**config.mk**
```make
export PLATFORM = sky130hd
export DESIGN_NAME = ssat_top
export DESIGN_NICKNAME = d
export VERILOG_FILES = /design/src/ssat_pkg.sv /design/src/ssat_channel.sv /design/src/ssat_top.sv
export SDC_FILE = /design/constraint.sdc
export NUM_CORES = 1
export LEC_CHECK = 0
export BUFFER_PORTS_ARGS = -buffer_cell sky130_fd_sc_hd__buf_2
export CORE_MARGIN = 2
export CORE_UTILIZATION = 30
export CTS_CLUSTER_DIAMETER = 50
export CTS_CLUSTER_SIZE = 10
export DETAILED_ROUTE_END_ITERATION = 12
export GPL_TIMING_DRIVEN = 0
export SYNTH_ARGS = -nofsm -noshare
export SYNTH_HDL_FRONTEND = slang
export SYNTH_SLANG_ARGS = --single-unit
```
**constraint.sdc**
```tcl
create_clock -name clk -period 3.4 [get_ports clk]
set_input_delay 0 -clock clk [delete_from_list [all_inputs] [get_ports clk]]
set_output_delay 0 -clock clk [all_outputs]
set_load 0.005 [all_outputs]
```
**src/ssat_pkg.sv**
```systemverilog
// package: constants for the single slope converter timer
package ssat_pkg;
    localparam int CNT_W = 12;
    localparam logic [11:0] CNT_MAX = 12'hFFF;
    localparam logic [11:0] RESULT_RST = 12'h000;
    localparam int NUM_CH = 4;
    localparam int AUX_SEL_W = 3;
    localparam int TRIM_W = 3;
    localparam logic [2:0] TRIM_RST = 3'h0;
    localparam logic [2:0] AUX_REF_CODE = 3'h3;
    // mode control register field positions
    localparam int MODE_W = 16;
    localparam int MODE_RATE_BIT = 7;
    localparam int MODE_AUX2_BIT = 5;
    localparam int MODE_AUX1_BIT = 1;
    localparam int MODE_AUX0_BIT = 0;
    localparam int CLK_HZ = 25000000;
    localparam int CLK_PERIOD_NS = 40;
endpackage : ssat_pkg

```
**src/ssat_channel.sv**
```systemverilog
// one channel: first trip capture of the shared count
module ssat_channel
    import ssat_pkg::*;
#(
    parameter int W = CNT_W
) (
    input wire logic clk, // clock
    input wire logic rst, // async reset, high
    input wire logic ce, // clock enable
    input wire logic start, // sync pulse ended, new window
    input wire logic win_end, // window closes, publish result
    input wire logic trip, // comparator output
    input wire logic [W-1:0] count, // shared counter value
    input wire logic acquiring, // input still being sampled
    output logic [W-1:0] result_r // published result
);
    logic [W-1:0] cap_r;
    logic done_r;
    logic take;
    assign take = trip && !done_r && !start;
    always_ff @(posedge clk or posedge rst) begin
        if (rst) begin
            cap_r <= '0;
            done_r <= 1'b0;
            result_r <= '0;
        end else if (ce) begin
            if (start) begin
                cap_r <= '0; // no crossing leaves zero
                done_r <= 1'b0;
            end else if (take) begin
                cap_r <= count;
                done_r <= 1'b1;
            end
            if (win_end) begin
                // invalid mark while acquiring
                result_r <= acquiring ? (cap_r | {{(W-1){1'b0}}, 1'b1})
                                      : cap_r;
            end
        end
    end
    a_first_trip_held: assert property (
        @(posedge clk) disable iff (rst)
        (ce && done_r && !start) |=> $stable(cap_r))
        else $error("capture changed after first trip");
    a_start_clear: assert property (
        @(posedge clk) disable iff (rst)
        (ce && start) |=> (cap_r == '0 && !done_r))
        else $error("capture not cleared at window start");
    a_invalid_mark: assert property (
        @(posedge clk) disable iff (rst)
        (ce && win_end && acquiring) |=> result_r[0])
        else $error("invalid mark missing");
endmodule : ssat_channel

```
**src/ssat_top.sv**
```systemverilog
// top: shared counter, channel captures, aux mux and trim
// Functional notes
// - four channels converted together, one counter
// - twelve bit counter, result in ticks
// - comparator trip captures count per channel
// - sync pulse resets ramp, its end restarts
// - rate bit clear half rate, set full
// - count limited to 4095 or window length
// - window is half or whole period
// - three main inputs, fourth via 8-way mux
// - aux code from mode bits 5,1,0
// - code 011 selects internal reference input
// - ramp current trim has eight steps
// - result lsb set while input sampling
// - trim three bits, resets to zero
// - no crossing gives result zero, or one while input sampling
module ssat_top
    import ssat_pkg::*;
#(
    parameter int W = CNT_W
) (
    input wire logic clk, // core clock, 25 MHz
    input wire logic rst, // async reset, high
    input wire logic ce, // clock enable
    input wire logic conversion_sync_pulse, // high discharges ramp
    input wire logic [MODE_W-1:0] mode_control_register, // mode bits
    input wire logic [TRIM_W-1:0] trim_in, // trim value to load
    input wire logic trim_we, // load trim
    input wire logic [2:0] main_trip, // main channel comparators
    input wire logic aux_trip, // aux channel comparator
    input wire logic [NUM_CH-1:0] acquiring, // sampling flags
    output logic ramp_discharge_r, // ramp reset switch
    output logic [AUX_SEL_W-1:0] aux_select_r, // aux mux code
    output logic aux_ref_sel_r, // reference routed to aux
    output logic [TRIM_W-1:0] ramp_current_trim, // current step
    output logic [W-1:0] counter_r, // shared count
    output logic [W-1:0] first_channel_result, // channel 1
    output logic [W-1:0] second_channel_result, // channel 2
    output logic [W-1:0] third_channel_result, // channel 3
    output logic [W-1:0] auxiliary_channel_result // aux channel
);
    // counter width and saturation point are fixed at twelve bits
    if (W != CNT_W) begin : g_bad_width
        $error("counter width must be 12");
    end

    logic sync_d_r;
    logic half_r;
    logic running_r;
    logic start;
    logic win_end;
    logic tick;
    logic timer_rate_select;
    logic [AUX_SEL_W-1:0] aux_code;
    logic [TRIM_W-1:0] trim_r;
    logic [NUM_CH-1:0] trips;
    logic [W-1:0] res [NUM_CH];
    assign timer_rate_select = mode_control_register[MODE_RATE_BIT];
    assign aux_code = {mode_control_register[MODE_AUX2_BIT],
                       mode_control_register[MODE_AUX1_BIT],
                       mode_control_register[MODE_AUX0_BIT]};
    // falling edge ends discharge, rising edge closes window
    // each sync pulse bounds a window, half or full period
    assign start = sync_d_r && !conversion_sync_pulse;
    assign win_end = !sync_d_r && conversion_sync_pulse;
    assign tick = timer_rate_select || half_r;
    assign trips = {aux_trip, main_trip};
    assign ramp_current_trim = trim_r;
    always_ff @(posedge clk or posedge rst) begin
        if (rst) begin
            sync_d_r <= 1'b0;
            half_r <= 1'b0;
            running_r <= 1'b0;
            counter_r <= '0;
            ramp_discharge_r <= 1'b0;
        end else if (ce) begin
            sync_d_r <= conversion_sync_pulse;
            ramp_discharge_r <= conversion_sync_pulse;
            if (start) begin
                counter_r <= '0;
                half_r <= 1'b0;
                running_r <= 1'b1;
            end else if (conversion_sync_pulse) begin
                running_r <= 1'b0;
            end else if (running_r) begin
                half_r <= ~half_r;
                // saturate at 4095
                if (tick && counter_r != CNT_MAX) begin
                    counter_r <= counter_r + 1'b1;
                end
            end
        end
    end
    always_ff @(posedge clk or posedge rst) begin
        if (rst) begin
            aux_select_r <= '0;
            aux_ref_sel_r <= 1'b0;
            trim_r <= TRIM_RST;
        end else if (ce) begin
            aux_select_r <= aux_code;
            aux_ref_sel_r <= (aux_code == AUX_REF_CODE);
            if (trim_we) begin
                trim_r <= trim_in; // eight steps
            end
        end
    end
    for (genvar i = 0; i < NUM_CH; i++) begin : g_ch
        ssat_channel #(.W(W)) u_ch (
            .clk(clk),
            .rst(rst),
            .ce(ce),
            .start(start),
            .win_end(win_end),
            .trip(trips[i]),
            .count(counter_r),
            .acquiring(acquiring[i]),
            .result_r(res[i])
        );
    end
    assign first_channel_result = res[0];
    assign second_channel_result = res[1];
    assign third_channel_result = res[2];
    assign auxiliary_channel_result = res[3];

    // counter checks
    a_count_restart: assert property (
        @(posedge clk) disable iff (rst)
        (ce && start) |=> (counter_r == '0))
        else $error("counter did not restart");

    a_count_sat: assert property (
        @(posedge clk) disable iff (rst)
        (ce && counter_r == CNT_MAX && !start) |=> counter_r == CNT_MAX)
        else $error("counter passed max");

    a_count_step: assert property (
        @(posedge clk) disable iff (rst)
        (ce && !start) |=> (counter_r == $past(counter_r)
                            || counter_r == $past(counter_r) + 1'b1))
        else $error("counter jumped by more than one tick");

    a_sync_hold: assert property (
        @(posedge clk) disable iff (rst)
        (ce && conversion_sync_pulse) |=> $stable(counter_r))
        else $error("counter moved while window closed");

    a_run_start: assert property (
        @(posedge clk) disable iff (rst)
        (ce && start) |=> running_r)
        else $error("window did not open after sync pulse");

    a_run_stop: assert property (
        @(posedge clk) disable iff (rst)
        (ce && conversion_sync_pulse) |=> !running_r)
        else $error("window still open during sync pulse");

    // rate checks
    a_half_start: assert property (
        @(posedge clk) disable iff (rst)
        (ce && start) |=> !half_r)
        else $error("half rate phase not cleared at start");

    a_half_toggle: assert property (
        @(posedge clk) disable iff (rst)
        (ce && running_r && !conversion_sync_pulse && !start)
        |=> half_r != $past(half_r))
        else $error("half rate phase did not alternate");

    a_slow_rate: assert property (
        @(posedge clk) disable iff (rst)
        (ce && running_r && !timer_rate_select && !conversion_sync_pulse
         && !start && !half_r) |=> $stable(counter_r))
        else $error("slow rate advanced every cycle");

    a_slow_step: assert property (
        @(posedge clk) disable iff (rst)
        (ce && running_r && !timer_rate_select && !conversion_sync_pulse
         && !start && half_r && counter_r != CNT_MAX)
        |=> counter_r == $past(counter_r) + 1'b1)
        else $error("slow rate missed its tick");

    a_fast_rate: assert property (
        @(posedge clk) disable iff (rst)
        (ce && running_r && timer_rate_select && !conversion_sync_pulse
         && !start && counter_r < CNT_MAX)
        |=> counter_r == $past(counter_r) + 1'b1)
        else $error("fast rate not advancing");

    // aux select and reference routing
    a_ref_select: assert property (
        @(posedge clk) disable iff (rst)
        (ce && aux_code == AUX_REF_CODE) |=> aux_ref_sel_r)
        else $error("reference not routed");

    a_ref_clear: assert property (
        @(posedge clk) disable iff (rst)
        (ce && aux_code != AUX_REF_CODE) |=> !aux_ref_sel_r)
        else $error("reference routed for another code");

    a_aux_code: assert property (
        @(posedge clk) disable iff (rst)
        ce |=> aux_select_r == $past(aux_code))
        else $error("aux select mismatch");

    // ramp discharge switch
    a_discharge: assert property (
        @(posedge clk) disable iff (rst)
        (ce && conversion_sync_pulse) |=> ramp_discharge_r)
        else $error("ramp not discharged");

    a_discharge_off: assert property (
        @(posedge clk) disable iff (rst)
        (ce && !conversion_sync_pulse) |=> !ramp_discharge_r)
        else $error("ramp discharged outside sync pulse");

    // trim setting
    a_trim_hold: assert property (
        @(posedge clk) disable iff (rst)
        (!trim_we) |=> $stable(trim_r))
        else $error("trim changed without load");

    a_trim_load: assert property (
        @(posedge clk) disable iff (rst)
        (ce && trim_we) |=> trim_r == $past(trim_in))
        else $error("trim load not taken");

    // clock enable low freezes the state
    a_freeze: assert property (
        @(posedge clk) disable iff (rst)
        (!ce) |=> ($stable(counter_r) && $stable(half_r)
                   && $stable(aux_select_r)))
        else $error("state moved with clock enable low");

    a_result_hold: assert property (
        @(posedge clk) disable iff (rst)
        !(ce && win_end) |=> ($stable(first_channel_result)
                              && $stable(second_channel_result)
                              && $stable(third_channel_result)
                              && $stable(auxiliary_channel_result)))
        else $error("result changed outside window end");
endmodule : ssat_top

```
After elaboration in Yosys (flattened, before gate mapping)
Cells that the tools add are included.
- register bits: 122
- bits of input ports: 32
- output and inout port bits: 68
- logic and storage cells: 88
- add/sub/neg operators: 1
- equality and inequality tests: 3
- mux-type cells: 29
- bitwise gates (word level): 1
- reduce and logical (&&, ||, !) cells: 35
- operators by type and width (cell ; count):
    12-bit two-way mux ; 12
    1-bit two-way mux ; 17
    2-bit AND reduction ; 7
    2-bit nonzero test ; 7
    12-bit by 1-bit adder with 12-bit output, second input constant ; 1
    12-bit != test, second input constant ; 1
    1-bit logical AND ; 11
    1-bit logical NOT ; 7
    4-bit AND reduction ; 1
    3-bit by 2-bit equality test with 1-bit output, second input constant ; 1
    3-bit AND reduction ; 1
    2-bit by 1-bit != test with 1-bit output, second input constant ; 1
    1-bit logical OR ; 1
    1-bit NOT ; 1

Longest topological paths before layout
- depth after elaboration: 6
- depth in mapped cells: 6
- mapped depth without buffers: 5

Hierarchy
A second synthesis with hierarchy kept.
- cells, all modules: 359
- area total of the unflattened synthesis: 5148.7 µm²
- by module, submodules not included (module ; instances ; cells each ; area an instance (µm²) ; sequential area each (µm²)):
    ssat_channel ; 4 ; 63 ; 1009.7 ; 625.6
    ssat_top ; 1 ; 107 ; 1109.8 ; 550.5

Worst setup path after synthesis
OpenSTA, ideal clock, no wires.
- path type: reg2reg
- start: reg counter_r[0]
- end: reg counter_r[10]
- setup time: 118 ps
- arrival: 1772 ps
- required time: 3282 ps
- setup slack: 1510 ps
- stages on the path, launching flop included: 6
- path buffers: 0
- clock period less this slack: 1890 ps
- path through: dfrtp_1 > ha_1 > nand2_2 > or4_4 > a221o_1 > a21o_1
- cells in the longest elaborated chain, start to end: 5
- elaborated cells on any way between the ends: 9
- classes of those cells: add/sub (1); eq/ne (1); mux (4); reduce/logical (3)
- ends and longest elaborated chain (item ; RTL line ; RTL):
    from (decl) ; ssat_top.sv:36 ; output logic [W-1:0] counter_r,
    from (signal assigned) ; ssat_top.sv:89 ; counter_r <= counter_r + 1'b1;
    12-bit by 1-bit adder with 12-bit output ; ssat_top.sv:89 ;
    12-bit two-way mux ; ssat_top.sv:88 ; if (tick && counter_r != CNT_MAX) begin
    12-bit two-way mux ; ssat_top.sv:85 ; end else if (running_r) begin
    12-bit two-way mux ; ssat_top.sv:83 ; end else if (conversion_sync_pulse) begin
    12-bit two-way mux ; ssat_top.sv:79 ; if (start) begin
Several ways; a longest one is shown, not always the timed one. The select of a mux whose other input is x is not followed.
A chain may end at the register's enable or synchronous reset.

Worst setup path in the final report
- start: reg sync_d_r
- end: reg g_ch[2].u_ch.cap_r[5]
- cells in the longest elaborated chain, start to end: 5
- elaborated cells on any way between the ends: 6
- classes of those cells: mux (1); reduce/logical (5)
- ends and longest elaborated chain (item ; RTL line ; RTL):
    from (decl) ; ssat_top.sv:47 ; logic sync_d_r;
    from (signal assigned) ; ssat_top.sv:77 ; sync_d_r <= conversion_sync_pulse;
    1-bit logical AND (*) ; ssat_top.sv:64 ; assign start = sync_d_r && !conversion_sync_pulse;
    1-bit logical NOT ; ssat_channel.sv:20 ; assign take = trip && !done_r && !start;
    1-bit logical AND ; ssat_channel.sv:20 ;
    2-bit nonzero test (no line) ; - ;
    2-bit AND reduction (no line) ; - ;
    to (signal assigned) ; ssat_channel.sv:31 ; cap_r <= count;
    to (decl) ; ssat_channel.sv:17 ; logic [W-1:0] cap_r;
Mark *: on every way between the ends. The rest lies on a longest branch, timed or not.

==> impl_results.md <==
* Fillers at 1576
* Endpoint class of the critical path: register
* Crit Path Max Fanout at 10
* Async set-or-reset flop fraction in the synthesized netlist at 100.0%
* # IOs at 100
* Initial antenna violation count at 0
* Slowest stage delay, CP at 0.40 ns
* Achievable frequency at 0.4722 GHz
* DRT Pass-1 Iters at 4
* Share of cells above drive strength 1 at 45.01%
* Post-place setup slack at 1.302 ns
* First-pass GRT wire length at 19.40 mm
* Actual slew at the worst max-slew pin at 0.6269 ns
* Slew Limit Fails at 0
* Setup repair after global routing missed its margin: no
* Via count at 3458
* Period utilization at 62.29%
* Placed insts at 680
* RR Endpoint: g_ch[2].u_ch.cap_r[5]$_DFFE_PP0P_
* Setup ws final at 1.282 ns
* Library cells used by synthesis at 42
* Max_cap viols at 0
* Final Net Count at 531
* Fraction of the yosys area taken by sequential cells at 61.18%
* Clk buf depth at 2
* Antenna Nets Post-Route at 0
* Core area at 0.01641 mm2
* H-tree Lvls at 4
* Commonest register cell after synthesis: dfrtp_1
* Synthesis warning total at 0
* Syn avg cell area at 13.41 um2
* Maximum VDD drop at 0.3714 mV
* Rows at 47
* Inserted Clock Buffers at 17
* Register area at 0.003053 mm2
* Clock Latency Late Sink at 0.41 ns
* Number of port buffers at 87
* DRC at 0
* CTS tree: built
* Reg-to-Reg Start: sync_d_r$_DFFE_PP0P_
* Gpl congestion at 0.8237
* Syn_nets at 405
* Mapped Area at 0.004990 mm2
* Clock root buffer: clkbuf_16
* Post CTS Setup Buffer Count at 0
* Routed WL at 12.00 mm
* Critical path class: reg -> reg
* R2R Setup Slk at 1.28 ns
* CP Cell Sequence: clkbuf_1, nand3b_1, o21ai_0, buf_2, mux2_2
* Fin. Hold Viols at 0
* Average wire per standard cell at 16.41 um
* Pleak at 3.249 nW
* N_diodes at 0
* Clock skew at 0.007802 ns
* Pwr Density at 686.2 mW/mm2
* Arr. time, crit path at 2.41 ns
* Initial Utilization at 30.41%
* Post-layout min period at 2.118 ns
* Slew headroom at 57.12%
* # setup viols final at 0
* Hold WC Path Type: in -> async
* Critical path required time at 3.69 ns
* Flops & latches, synth at 122
* Overflow after GRT at 0
* Startpoint Class: register
* Tot GR Track Use at 14.39%
* Setup TNS at 0 ns
* EDFF count, synth at 0
* Cts repair resizes at 0
* Die X at 133.0 um
* Status: completed
* Vias in the first global route at 3550
* Multi-input logic area at 0.001822 mm2
* Synth-to-layout area growth at 31.57%
* Largest net degree at the start of global routing at 99
* Die area at 0.01768 mm2
* Clk sink count at 122
* Clock slew at reported path FFs at 0.06 ns
* 1st-iter DRT viols at 179
* Die Y at 133.0 um
* Non-Filler Instances at 731
* Reg2reg path depth at 5
* DP Wirelength at 8.344 mm
* Slowest CP cell: buf_2
* Total power at 4.505 mW
* Post-DR vias/cell at 4.731
* Synth Instances at 372
## state kept, by name (all words and copies together) (netlist names)
signal              count
g_ch.u_ch.done_r        4
counter_r              12
running_r               1
aux_ref_sel_r           1
g_ch.u_ch.result_r     48
aux_select_r            3
half_r                  1
sync_d_r                1
g_ch.u_ch.cap_r        48
ramp_current_trim       3
## repair_timing
item	in CTS	in global routing
endpoints found under the hold margin	144	0
endpoints found under the setup margin	0	0
hold buffers	19	0
## routing by layer
layer | track usage [%] | vias up | wire length (um)
met4 | 5.735 | 0 | 271
met2 | 23.26 | 106 | 5892
met3 | 4.943 | 22 | 845
met1 | 17.73 | 1737 | 4986
met5 | 0 | - | 0
li1 | - | 1593 | -
## cell type report
| cell class | count | share of cell area [%] |
|---|---|---|
| repair buffers | 107 | 9.949 |
| inverters | 10 | 0.6480 |
| flip-flops and latches | 122 | 46.50 |
| clock inverters | 13 | 2.878 |
| well taps | 220 | 4.193 |
| clock buffers | 19 | 6.899 |
| multi-input cells | 223 | 27.75 |
| plain buffers | 17 | 1.182 |
## through the flow
step                area, um2  util, %  hold slack [ns]
floorplan                4990        -          0.08592
global route             6565    40.01          0.09410
finish                   6565    40.01          0.09387
global placement         5700    34.74           0.2329
CTS                      6565    40.01          0.08214
detailed placement       5733    34.94         -0.02200
## cell usage after synthesis, types with 6 or more instances
cell type    n  area share [%]
a21oi_1      7            0.70
and2_1       8             1.0
buf_2       11             1.1
dfrtp_1    122              61
inv_1       10            0.75
mux2_2      90              20
mux2i_1      6             1.2
nand2_1     27             2.0
nand2b_1     7            0.88
nor2_1      16             1.2
o21ai_0     16             1.6
o32ai_1      6             1.1
## power breakdown
part / switching, mW / internal [mW]
clock network: 0.653 / 1.27
logic: 0.320 / 0.363
registers: 0.179 / 1.72
## worst max-delay path by stage
stage                         startpoint                              endpoint  cells past startpoint
global route        sync_d_r$_DFFE_PP0P_     g_ch[2].u_ch.cap_r[5]$_DFFE_PP0P_                      5
floorplan                            rst             aux_ref_sel_r$_DFFE_PP0P_                      1
global placement                     rst  g_ch[3].u_ch.result_r[3]$_DFFE_PP0P_                      2
CTS                 sync_d_r$_DFFE_PP0P_     g_ch[3].u_ch.cap_r[5]$_DFFE_PP0P_                      5
detailed placement  sync_d_r$_DFFE_PP0P_     g_ch[3].u_ch.cap_r[3]$_DFFE_PP0P_                      5
finish              sync_d_r$_DFFE_PP0P_     g_ch[2].u_ch.cap_r[5]$_DFFE_PP0P_                      5
## cells in the final DEF, fill, tap and decap left out, types with 3 or more instances in the layout
cell	n
a21oi_1	7
and2_1	8
buf_2	98
bufinv_16	4
clkbuf_1	5
clkbuf_16	17
dfrtp_1	122
dlygate4sd3_1	19
inv_1	9
inv_6	4
mux2_2	90
mux2i_1	6
nand2_1	27
nand2b_1	7
nand3_1	4
nand3b_1	3
nor2_1	16
nor4_1	3
o21ai_0	16
o32ai_1	6
## critical path, delay by kind of cell, from the launching register on
kind / cells / cell delay [ns]
buffers and inverters: 2 / 0.69
AND/OR/NAND/NOR: 1 / 0.25
flip-flops: 1 / 0.37
multiplexers: 1 / 0.38
AO/OA/AOI/OAI: 1 / 0.30
## cell families (layout without fill, tap and decap cells)
group / after synthesis / count (layout) / synth area share [%]
DFF: 122 / 122 / 61.18
adders and majority gates: 1 / 1 / 0.2507
and+or+nand+nor: 81 / 81 / 8.626
muxes: 96 / 96 / 21.51
buffers and inverters: 27 / 166 / 2.307
AOI/OAI and AO/OA: 45 / 45 / 6.118
No activity file was read; power rests on OpenSTA's default activity.
